<file path="src/core/pvi_pkg.sv">
// Package: constants and types of the prioritized vector interrupt controller
package pvi_pkg;

	// ******************************
	// Sizes
	// ******************************
	localparam int unsigned NUM_CHAN  = 128;
	localparam int unsigned LVL_W     = 3;
	localparam int unsigned ADDR_W    = 24;
	localparam int unsigned CHAN_W    = 7;

	// ******************************
	// Vector offsets (entry index = offset / 4)
	// ******************************
	localparam logic [23:0] RESET_VECTOR = 24'hfffffc;
	localparam logic [8:0]  OFF_PAGE1    = 9'h1f8;
	localparam logic [8:0]  OFF_PAGE2    = 9'h1f4;
	localparam logic [8:0]  OFF_SWINT    = 9'h1f0;
	localparam logic [8:0]  OFF_SYSCALL  = 9'h1ec;
	localparam logic [8:0]  OFF_MACHINE  = 9'h1e8;
	localparam logic [8:0]  OFF_SPURIOUS = 9'h1dc;
	localparam logic [8:0]  OFF_XMASK    = 9'h1d8;
	localparam logic [8:0]  OFF_EXTIRQ   = 9'h1d4;
	localparam logic [6:0]  CHAN_FIRST   = 7'h04;
	localparam logic [6:0]  CHAN_LAST    = 7'h75;
	localparam logic [6:0]  CHAN_SPUR    = 7'h77;

	// ******************************
	// Levels and reset values
	// ******************************
	localparam logic [2:0]  LVL_RESET    = 3'h1;
	localparam logic [2:0]  LVL_OFF      = 3'h0;
	localparam logic [7:0]  SPUR_CFG_RD  = 8'h07;
	localparam logic [14:0] VBASE_RESET  = 15'h7fff;

	// ******************************
	// APB register map (byte addresses)
	// ******************************
	localparam logic [7:0] REG_VECTOR_BASE = 8'h00;
	localparam logic [7:0] REG_BLOCK_SEL   = 8'h04;
	localparam logic [7:0] REG_WINDOW0     = 8'h20;
	localparam logic [7:0] REG_STATUS      = 8'h40;
	localparam int unsigned VBASE_LSB      = 9;
	localparam int unsigned BLK_LSB        = 3;
	localparam int unsigned STAT_LVL_LSB   = 24;

	typedef enum logic [2:0] {
		SRC_NONE     = 3'b000,
		SRC_RESET    = 3'b001,
		SRC_SOFTWARE = 3'b010,
		SRC_MACHINE  = 3'b011,
		SRC_XMASK    = 3'b100,
		SRC_MASKABLE = 3'b101,
		SRC_SPURIOUS = 3'b110
	} pvi_src_t;

	// Answer to the core for one vector fetch
	typedef struct packed {
		logic        valid;
		logic [23:0] addr;
		logic        loadLevel;
		logic [2:0]  level;
	} pvi_vec_t;

	// Non-maskable request set from the core and system
	typedef struct packed {
		logic resetReq;
		logic pageOneTrap;
		logic pageTwoTrap;
		logic softwareInterruptCall;
		logic systemCallRequest;
		logic machineException;
		logic accessViolation;
		logic xMaskableRequest;
	} pvi_nmi_t;

endpackage

</file>
<file path="src/core/pvi_ctrl.sv">
// Module: prioritized vector interrupt controller with APB configuration
//
// Added by the designer: the register offsets and the APB register port.
`timescale 1ns/1ps
module pvi_ctrl
	import pvi_pkg::*;
(
	input  wire logic                mclk,
	input  wire logic                rst_n,
	input  wire logic                psel,
	input  wire logic                penable,
	input  wire logic                pwrite,
	input  wire logic [7:0]          paddr,
	input  wire logic [31:0]         pwdata,
	output logic      [31:0]         prdata,
	output logic                     pready,
	output logic                     pslverr,
	input  wire logic [NUM_CHAN-1:0] maskableRequest,
	input  wire logic [NUM_CHAN-1:0] localEnable,
	input  wire pvi_nmi_t            nmiRequest,
	input  wire logic                interruptMaskBit,
	input  wire logic                xMaskBit,
	input  wire logic [2:0]          currentProcessingLevel,
	input  wire logic                vectorRequest,
	output pvi_vec_t                 vectorAnswer
);

	// ******************************
	// Helpers
	// ******************************
	// True for channels that hold a writable level field
	function automatic logic isConfigurable(input logic [6:0] ch);
		isConfigurable = (ch >= CHAN_FIRST) && (ch <= CHAN_LAST);
	endfunction

	function automatic logic [23:0] vecOf(input logic [14:0] base, input logic [8:0] off);
		vecOf = {base, 9'h000} + {15'h0000, off};
	endfunction

	// ******************************
	// Registers
	// ******************************
	logic [2:0]  cfgLevel_reg [NUM_CHAN];
	logic [14:0] vectorBase_reg;
	logic [3:0]  blockSelect_reg;
	pvi_vec_t    answer_reg;
	pvi_vec_t    answer_next;
	pvi_src_t    source_next;

	// ******************************
	// APB decode
	// ******************************
	wire         apbAccess  = psel && penable;
	wire         apbWrite   = apbAccess && pwrite;
	wire         hitBase    = (paddr == REG_VECTOR_BASE);
	wire         hitBlock   = (paddr == REG_BLOCK_SEL);
	wire         hitStatus  = (paddr == REG_STATUS);
	wire         hitWindow  = (paddr[7:5] == REG_WINDOW0[7:5]) && (paddr[1:0] == 2'b00);
	wire         hitAny     = hitBase || hitBlock || hitStatus || hitWindow;
	wire [6:0]   windowChan = {blockSelect_reg, paddr[4:2]};
	wire         cfgWrite   = apbWrite && hitWindow && isConfigurable(windowChan);

	assign pready  = 1'b1;
	assign pslverr = apbAccess && !hitAny;

	logic [7:0] windowRead;
	always_comb begin
		if (windowChan == CHAN_SPUR) begin
			windowRead = SPUR_CFG_RD;
		end else if (isConfigurable(windowChan)) begin
			windowRead = {5'h00, cfgLevel_reg[windowChan]};
		end else begin
			windowRead = 8'h00;
		end
	end

	logic [31:0] readMux;
	always_comb begin
		readMux = 32'h0000_0000;
		if (hitBase) begin
			readMux = {8'h00, vectorBase_reg, 9'h000};
		end else if (hitBlock) begin
			readMux = {25'h0, blockSelect_reg, 3'h0};
		end else if (hitWindow) begin
			readMux = {24'h0, windowRead};
		end else if (hitStatus) begin
			readMux = {5'h00, answer_reg.level, answer_reg.addr};
		end
	end
	assign prdata = (psel && !pwrite) ? readMux : 32'h0000_0000;

	always_ff @(posedge mclk or negedge rst_n) begin
		if (!rst_n) begin
			vectorBase_reg  <= VBASE_RESET;
			blockSelect_reg <= 4'h0;
		end else if (apbWrite && hitBase) begin
			vectorBase_reg  <= pwdata[23:VBASE_LSB];
		end else if (apbWrite && hitBlock) begin
			blockSelect_reg <= pwdata[BLK_LSB+3:BLK_LSB];
		end
	end

	// ******************************
	// Level storage
	// ******************************
	// Spurious and non-configurable slots never take writes
	always_ff @(posedge mclk or negedge rst_n) begin
		if (!rst_n) begin
			for (int i = 0; i < NUM_CHAN; i++) begin
				cfgLevel_reg[i] <= LVL_RESET;
			end
		end else if (cfgWrite) begin
			cfgLevel_reg[windowChan] <= pwdata[2:0];
		end
	end

	// ******************************
	// Priority decoder
	// ******************************
	wire softTrap = nmiRequest.pageOneTrap || nmiRequest.pageTwoTrap ||
	                nmiRequest.softwareInterruptCall || nmiRequest.systemCallRequest;
	wire machineLike = nmiRequest.machineException || nmiRequest.accessViolation;
	wire xPending    = nmiRequest.xMaskableRequest && !xMaskBit;
	wire holdOff     = softTrap || machineLike || xPending;
	wire maskOpen    = !interruptMaskBit && !holdOff;

	logic [NUM_CHAN-1:0] eligible;
	logic [6:0]          winChan;
	logic [2:0]          winLevel;
	logic                winValid;
	always_comb begin
		winChan  = 7'h00;
		winLevel = LVL_OFF;
		winValid = 1'b0;
		for (int i = 0; i < NUM_CHAN; i++) begin
			eligible[i] = isConfigurable(7'(i)) && maskableRequest[i] && localEnable[i] &&
			              (cfgLevel_reg[i] != LVL_OFF) &&
			              (cfgLevel_reg[i] > currentProcessingLevel);
			// Ascending scan with >= lets the higher address win ties
			if (eligible[i] && (cfgLevel_reg[i] >= winLevel)) begin
				winChan  = 7'(i);
				winLevel = cfgLevel_reg[i];
				winValid = 1'b1;
			end
		end
	end

	// Fixed order of the non-maskable sources ahead of any maskable one
	always_comb begin
		answer_next = '0;
		source_next = SRC_NONE;
		answer_next.valid = 1'b1;
		if (nmiRequest.resetReq) begin
			answer_next.addr = RESET_VECTOR;
			source_next      = SRC_RESET;
		end else if (nmiRequest.pageOneTrap) begin
			answer_next.addr = vecOf(vectorBase_reg, OFF_PAGE1);
			source_next      = SRC_SOFTWARE;
		end else if (nmiRequest.pageTwoTrap) begin
			answer_next.addr = vecOf(vectorBase_reg, OFF_PAGE2);
			source_next      = SRC_SOFTWARE;
		end else if (nmiRequest.softwareInterruptCall) begin
			answer_next.addr = vecOf(vectorBase_reg, OFF_SWINT);
			source_next      = SRC_SOFTWARE;
		end else if (nmiRequest.systemCallRequest) begin
			answer_next.addr = vecOf(vectorBase_reg, OFF_SYSCALL);
			source_next      = SRC_SOFTWARE;
		end else if (machineLike) begin
			answer_next.addr = vecOf(vectorBase_reg, OFF_MACHINE);
			source_next      = SRC_MACHINE;
		end else if (xPending) begin
			answer_next.addr = vecOf(vectorBase_reg, OFF_XMASK);
			source_next      = SRC_XMASK;
		end else if (maskOpen && winValid) begin
			answer_next.addr      = vecOf(vectorBase_reg, {winChan, 2'b00});
			answer_next.loadLevel = 1'b1;
			answer_next.level     = winLevel;
			source_next           = SRC_MASKABLE;
		end else begin
			answer_next.addr = vecOf(vectorBase_reg, OFF_SPURIOUS);
			source_next      = SRC_SPURIOUS;
		end
	end

	// ******************************
	// Vector answer
	// ******************************
	// Late arrivals do not win: the choice is made at the request edge only
	always_ff @(posedge mclk or negedge rst_n) begin
		if (!rst_n) begin
			answer_reg     <= '0;
		end else if (vectorRequest) begin
			answer_reg     <= answer_next;
		end else begin
			answer_reg.valid     <= 1'b0;
			answer_reg.loadLevel <= 1'b0;
		end
	end
	assign vectorAnswer = answer_reg;

	// ******************************
	// Assertions
	// ******************************
	a_answer_timing: assert property (@(posedge mclk) disable iff (!rst_n)
		vectorRequest |=> vectorAnswer.valid)
		else $error("answer missing one cycle after request");

	a_answer_only_req: assert property (@(posedge mclk) disable iff (!rst_n)
		!vectorRequest |=> !vectorAnswer.valid)
		else $error("answer without request");

	a_reset_vector: assert property (@(posedge mclk) disable iff (!rst_n)
		(vectorRequest && nmiRequest.resetReq) |=>
		(vectorAnswer.addr == RESET_VECTOR) && !vectorAnswer.loadLevel)
		else $error("reset vector wrong");

	a_nmi_keeps_level: assert property (@(posedge mclk) disable iff (!rst_n)
		(vectorRequest && (softTrap || machineLike || xPending)) |=> !vectorAnswer.loadLevel)
		else $error("non-maskable fetch changed level");

	a_mask_blocks: assert property (@(posedge mclk) disable iff (!rst_n)
		(vectorRequest && interruptMaskBit) |=> !vectorAnswer.loadLevel)
		else $error("masked request served");

	a_level_raises: assert property (@(posedge mclk) disable iff (!rst_n)
		vectorAnswer.loadLevel |->
		(vectorAnswer.level > $past(currentProcessingLevel)) && (vectorAnswer.level != 3'h0))
		else $error("loaded level not above current");

	a_spurious_default: assert property (@(posedge mclk) disable iff (!rst_n)
		(vectorRequest && !nmiRequest.resetReq && !holdOff && !(maskOpen && winValid)) |=>
		(vectorAnswer.addr[8:0] == OFF_SPURIOUS))
		else $error("spurious vector not returned");

	a_spur_cfg_read: assert property (@(posedge mclk) disable iff (!rst_n)
		(psel && !pwrite && hitWindow && (windowChan == CHAN_SPUR)) |-> (prdata == 32'h7))
		else $error("spurious config read wrong");

	a_cfg_write: assert property (@(posedge mclk) disable iff (!rst_n)
		cfgWrite |=> (cfgLevel_reg[$past(windowChan)] == $past(pwdata[2:0])))
		else $error("window write lost");

	a_vector_index: assert property (@(posedge mclk) disable iff (!rst_n)
		(vectorRequest && source_next == SRC_MASKABLE) |=>
		(vectorAnswer.addr[8:2] >= CHAN_FIRST) && (vectorAnswer.addr[8:2] <= CHAN_LAST) &&
		(vectorAnswer.addr[1:0] == 2'b00))
		else $error("maskable vector outside device range");

	a_page1_vector: assert property (@(posedge mclk) disable iff (!rst_n)
		(vectorRequest && (nmiRequest[7:6] == 2'b01)) |=>
		(vectorAnswer.addr[8:0] == OFF_PAGE1))
		else $error("page one trap vector wrong");

	a_page2_vector: assert property (@(posedge mclk) disable iff (!rst_n)
		(vectorRequest && (nmiRequest[7:5] == 3'b001)) |=>
		(vectorAnswer.addr[8:0] == OFF_PAGE2))
		else $error("page two trap vector wrong");

	a_swint_vector: assert property (@(posedge mclk) disable iff (!rst_n)
		(vectorRequest && (nmiRequest[7:4] == 4'h1)) |=>
		(vectorAnswer.addr[8:0] == OFF_SWINT))
		else $error("software interrupt vector wrong");

	a_syscall_vector: assert property (@(posedge mclk) disable iff (!rst_n)
		(vectorRequest && (nmiRequest[7:3] == 5'h01)) |=>
		(vectorAnswer.addr[8:0] == OFF_SYSCALL))
		else $error("system call vector wrong");

	a_machine_vector: assert property (@(posedge mclk) disable iff (!rst_n)
		(vectorRequest && (nmiRequest[7:3] == 5'h00) && machineLike) |=>
		(vectorAnswer.addr[8:0] == OFF_MACHINE))
		else $error("machine exception vector wrong");

	a_xmask_vector: assert property (@(posedge mclk) disable iff (!rst_n)
		(vectorRequest && (nmiRequest[7:1] == 7'h00) && nmiRequest.xMaskableRequest &&
		!xMaskBit) |=> (vectorAnswer.addr[8:0] == OFF_XMASK) && !vectorAnswer.loadLevel)
		else $error("x request vector wrong");

	a_trap_hold_off: assert property (@(posedge mclk) disable iff (!rst_n)
		(vectorRequest && (softTrap || machineLike)) |=>
		(vectorAnswer.addr[8:0] >= OFF_MACHINE))
		else $error("maskable served while trap pending");

	a_vector_base: assert property (@(posedge mclk) disable iff (!rst_n)
		(vectorRequest && !nmiRequest.resetReq) |=>
		(vectorAnswer.addr[23:9] == $past(vectorBase_reg)))
		else $error("vector not relative to base");

	a_loaded_level: assert property (@(posedge mclk) disable iff (!rst_n)
		(vectorRequest && (source_next == SRC_MASKABLE)) |=> vectorAnswer.loadLevel &&
		(vectorAnswer.level == cfgLevel_reg[vectorAnswer.addr[8:2]]))
		else $error("loaded level not the winner level");

	a_win_enabled: assert property (@(posedge mclk) disable iff (!rst_n)
		(vectorRequest && (source_next == SRC_MASKABLE)) |->
		maskableRequest[winChan] && localEnable[winChan] && !interruptMaskBit)
		else $error("winner not requesting or not enabled");

	a_addr_holds: assert property (@(posedge mclk) disable iff (!rst_n)
		!vectorRequest |=> $stable(vectorAnswer.addr) && $stable(vectorAnswer.level))
		else $error("vector changed without request");

	a_spur_cfg_keep: assert property (@(posedge mclk) disable iff (!rst_n)
		(apbWrite && hitWindow && (windowChan == CHAN_SPUR)) |=>
		(cfgLevel_reg[CHAN_SPUR] == $past(cfgLevel_reg[CHAN_SPUR])))
		else $error("spurious config write taken");

	a_block_write: assert property (@(posedge mclk) disable iff (!rst_n)
		(apbWrite && hitBlock) |=>
		(blockSelect_reg == $past(pwdata[BLK_LSB+3:BLK_LSB])))
		else $error("block select write lost");

	a_base_write: assert property (@(posedge mclk) disable iff (!rst_n)
		(apbWrite && hitBase) |=>
		(vectorBase_reg == $past(pwdata[23:VBASE_LSB])))
		else $error("vector base write lost");

	a_window_read: assert property (@(posedge mclk) disable iff (!rst_n)
		(psel && !pwrite && hitWindow && isConfigurable(windowChan)) |->
		(prdata == {29'h0, cfgLevel_reg[windowChan]}))
		else $error("window read wrong");

	a_unused_read: assert property (@(posedge mclk) disable iff (!rst_n)
		(psel && !pwrite && hitWindow && !isConfigurable(windowChan) &&
		(windowChan != CHAN_SPUR)) |-> (prdata == 32'h0))
		else $error("unused channel read not zero");

endmodule

</file>
<file path="config.mk">
export PLATFORM = sky130hd
export DESIGN_NAME = pvi_ctrl
export DESIGN_NICKNAME = d
export VERILOG_FILES = /design/src/core/pvi_pkg.sv /design/src/core/pvi_ctrl.sv
export SDC_FILE = /design/constraint.sdc
export NUM_CORES = 2
export LEC_CHECK = 0
export ABC_AREA = 1
export BUFFER_PORTS_ARGS = -buffer_cell sky130_fd_sc_hd__buf_2
export CAP_MARGIN = 15
export CORE_MARGIN = 5
export CORE_UTILIZATION = 35
export DETAILED_ROUTE_END_ITERATION = 16
export PLACE_DENSITY = 0.61
export RECOVER_POWER = 100
export SETUP_SLACK_MARGIN = 0.02
export SYNTH_ARGS = -nofsm -noshare
export SYNTH_HDL_FRONTEND = slang
export SYNTH_SLANG_ARGS = --single-unit
</file>
<file path="constraint.sdc">
create_clock -name mclk -period 139.2 [get_ports mclk]
set_input_delay 13.92 -clock mclk [delete_from_list [all_inputs] [get_ports mclk]]
set_output_delay 13.92 -clock mclk [all_outputs]
set_load 0.1 [all_outputs]
</file>
==> results.md <==
- In the synthesized netlist, the number of instances is 5973.
- After synthesis, the share of flip-flops with an asynchronous set or reset is 1.00.
- The first detailed-routing pass took 6 iterations.
- After detailed routing, the number of remaining DRC violations is 0.
- After detailed routing, the total wire length is 155 mm.
- The flow ran to the end, but the final reports show violations.
- The first global-routing pass estimated 236 mm of wire.
- By area the synthesized netlist is led by dfrtp_1 (17%), ha_1 (14%), nand2_1 (12%).
- The critical path starts at rst_n.
- The highest net fanout along the worst path is 99.
- A synthesized cell averages 7.15 um2.
- For this design the static power due to leakage is 21.0 nW.
- The final reports fail on capacitance limit, slew limit.
- Summed over all nets, the half-perimeter wirelength after detailed placement is 114 mm.
- The share of layout cells above drive strength 1 is 0.191.
- The maximum level of the CTS H-tree is 2.
- The DRC violation total after the first TritonRoute iteration is 3320.
- IR analysis of the VDD net gives a maximum drop of 7.70 uV.
- The number of sinks handled by clock tree synthesis is 430.
- In this run the cell area of the synthesized design comes to 42700 um2.
- The final count of pins violating max slew is 589.
- The critical path's largest stage delay is 4000 ps.
- The arrival time of the worst setup path is 26200 ps.
- The overall routing resource usage is 0.230.
- The library cell contributing the largest single delay on the critical path is clkbuf_1.
- The setup slack of the worst register-to-register path is 25950 ps.
- For this run, the top clock speed supported by timing is 7.91 MHz.
- The number of top-level design ports is 378.
- The critical path required time is 139110 ps.
- Among cell families on the critical path, the largest total delay comes from buffers and inverters.
- Setup repair after global routing left no endpoint under its margin.
- In this run the deepest clock path goes through 3 buffers.
- The multi-input gate area in the final layout is 28200 um2.
- By startpoint and endpoint, the worst setup path is classified as primary input to async pin.
- In the final design database the tool counted 7035 nets.
- Across the whole layout, storage elements account for 10900 um2.
- The die covers 129000 um2.
- The nature of the critical path startpoint is a primary input.
- Detailed routing placed a total of 10.7 mm of wire on met3.
- The worst hold path terminates at cfgLevel_reg[3].
- The most critical setup path has its endpoint at cfgLevel_reg[293].
- After layout, the minimum clock period comes to 126480 ps.
- Row generation in the floorplan step produced 128 rows.
- The end-of-flow core utilization is 0.393.
- The worst register-to-register path begins at cfgLevel_reg[369].
- The cell depth of the worst setup path is 4.
- Using the TritonRoute via totals, the vias-per-cell ratio works out to 5.43.
- The number of buffers and inverters on the critical path is 4.
- In the final routed layout, each cell accounts on average for 19.6 um.
- The count of warnings emitted by yosys is 0.
- Entering global routing, the biggest net connects 100 pins.
- The highest metal layer used by the detailed router is met5.
- Counting the buffers created by CTS gives 51.
- In this run the tightest slew margin relative to its limit is -2.92.
- The register bit count reported by yosys is 430.
- The share of synthesized area in the top cell type comes to 0.168.
- The standard cell core area is 122000 um2.
- Input and output buffers added on the ports amount to 331.
- The kind of end point of the critical path is an async pin.
- The chip height is 359 um.
- The total overflow left after global routing is 0.
- Counting flops with a built-in enable in the synthesized netlist gives 0.
- The register clock-pin slew on the reported worst setup and hold paths is 60 ps.
- The launch point of the worst hold path is cfgLevel_reg[3].
- The via count of the first global-routing pass is 40.6k.
- The most repeated library cell on the critical path is clkbuf_1.
- At the pin with the least slew margin, the transition time is 5880 ps.
- Relative to the synthesized area, the layout overhead comes to 12.0%.
- The final critical-path share of the clock period is 0.909.
- For this design the ratio of total power to cell area is 6.39 nW/um2.
- The routed layout has 43.0k vias.
- The number of max-capacitance violations reported is 16.
- The endpoint identified for the worst register-to-register timing path is vectorAnswer[1].
- The register with the most flip-flops in the layout has 384 of them.
- The clock tree from TritonCTS is done.
- The aggregate negative setup slack is 0 ps.
- The detail route stage leaves a number of antenna-violating nets equal to 0.
- The final design area excluding fillers is 47800 um2.
- The number of endpoints with negative hold slack in the final report is 0.
- For the worst-skew pair, the clock arrives at the later sink with an insertion delay of 630 ps.
- The cell depth of the worst flop-to-flop path is 915.
- The leading area contributor after synthesis is dfrtp_1.
- In the final routing, the length of wire on met1 measures 67.9 mm.
- The worst hold path passes through 0 cells.
- The routed design uses 69.9 mm of met2 wire.
- In this run the cell area measured after placement is 46200 um2.
- The worst-case clock skew is 18.0 ps.
- The number of antenna violations at the first check in global routing is 14.
- The sequential cell area fraction in the yosys report is 0.256.
- The class of the tightest hold or removal check is register to register.
- The final weighted congestion in routability-driven placement is 0.928.
- The layout has 12.8k filler cells.
- The critical path goes through clkbuf_1 -> clkbuf_1 -> clkbuf_1 -> clkbuf_1.
- The distinct cell type count after synthesis is 73.
- The die is 359 um wide.
- The initial core utilization is 0.351.
- The root buffer cell is clkbuf_16.
- The leading register cell type out of synthesis is dfrtp_1.
- The setup violation total in the final timing report is 0.
## where the power goes
group / switching (mW) / internal [mW]
clock: 0.0624 / 0.0785
combinational: 0.0283 / 0.00979
sequential: 0.000620 / 0.126
total: 0.0914 / 0.214
## layout make-up
| cell class | instances | area share |
|---|---|---|
| diodes | 6 | 0.000314 |
| clock buffers | 65 | 0.0297 |
| clock inverters | 31 | 0.00612 |
| inverters | 753 | 0.0623 |
| multi-input cells | 4630 | 0.590 |
| flip-flops and latches | 430 | 0.229 |
| well taps | 1625 | 0.0425 |
| repair buffers | 380 | 0.0400 |
| repair inverters | 1 | 0.000183 |
## worst max-delay path by stage
stage / to / slack [ps] / cells past startpoint
floorplan: vectorAnswer[1] / 21970 / 1176
global placement: vectorAnswer[1] / 11140 / 1173
detailed placement: vectorAnswer[1] / 9130 / 910
CTS: vectorAnswer[1] / 9370 / 885
## Yosys cell counts, drive strengths merged (17+ instances only)
| cell type | count |
|---|---|
| inv | 718 |
| clkbuf | 150 |
| clkinv | 27 |
| nand2 | 1655 |
| ha | 473 |
| dfstp | 143 |
| o311ai | 29 |
| o211ai | 62 |
| a211oi | 104 |
| dfrtp | 287 |
| a311oi | 57 |
| nand4 | 44 |
| a31oi | 22 |
| a21oi | 248 |
| nor3 | 69 |
| nor4 | 18 |
| nand3 | 664 |
| nor2 | 280 |
| o221ai | 40 |
| o21ai | 668 |
| a221oi | 17 |
## metal layers
| metal | vias up | GRT usage |
|---|---|---|
| li1 | 21100 | - |
| met1 | 20200 | 0.306 |
| met2 | 1352 | 0.376 |
| met3 | 267 | 0.0356 |
| met4 | 6 | 0.0856 |
| met5 | - | 0 |
## metrics by stage
step / setup WS, ps / cells / hold WS, ps / total power, mW
4_1_cts: 9370 / 7913 / 365 / 0.308
5_1_grt: 75.5 / 7920 / 371 / 0.315
2_1_floorplan: 21970 / 5979 / 424 / 0.148
6_report: 12720 / 7921 / 364 / 0.306
3_5_place_dp: 9130 / 7817 / 356 / 0.167
3_3_place_gp: 11140 / 7816 / 356 / 0.166
## kinds of logic after synthesis
| kind of cell | count (synthesis) | share of synthesized area |
|---|---|---|
| other | 2 | 0.000176 |
| AO/OA/AOI/OAI | 1360 | 0.197 |
| multiplexers | 16 | 0.00422 |
| buffers and inverters | 919 | 0.0848 |
| AND/OR/NAND/NOR | 2773 | 0.319 |
| flip-flops | 430 | 0.256 |
| adder cells (fa/ha/maj) | 473 | 0.139 |
## cell usage in the layout (no fill, tap or decap), drive strengths merged, types with 62 or more instances in the layout
| master | instances |
|---|---|
| nor3 | 69 |
| clkbuf | 140 |
| nor2 | 280 |
| nand3 | 664 |
| o21ai | 668 |
| ha | 473 |
| inv | 721 |
| buf | 305 |
| a21oi | 248 |
| dfrtp | 287 |
| dfstp | 143 |
| a211oi | 104 |
| o211ai | 62 |
| nand2 | 1655 |
## repair_timing
action | 4_1_cts | 5_1_grt
setup buffers | 0 | 1
hold buffers | 0 | 0
gates resized for setup | 0 | 64
endpoints found under the setup margin | 0 | 11
No activity file was read; power rests on OpenSTA's default activity.
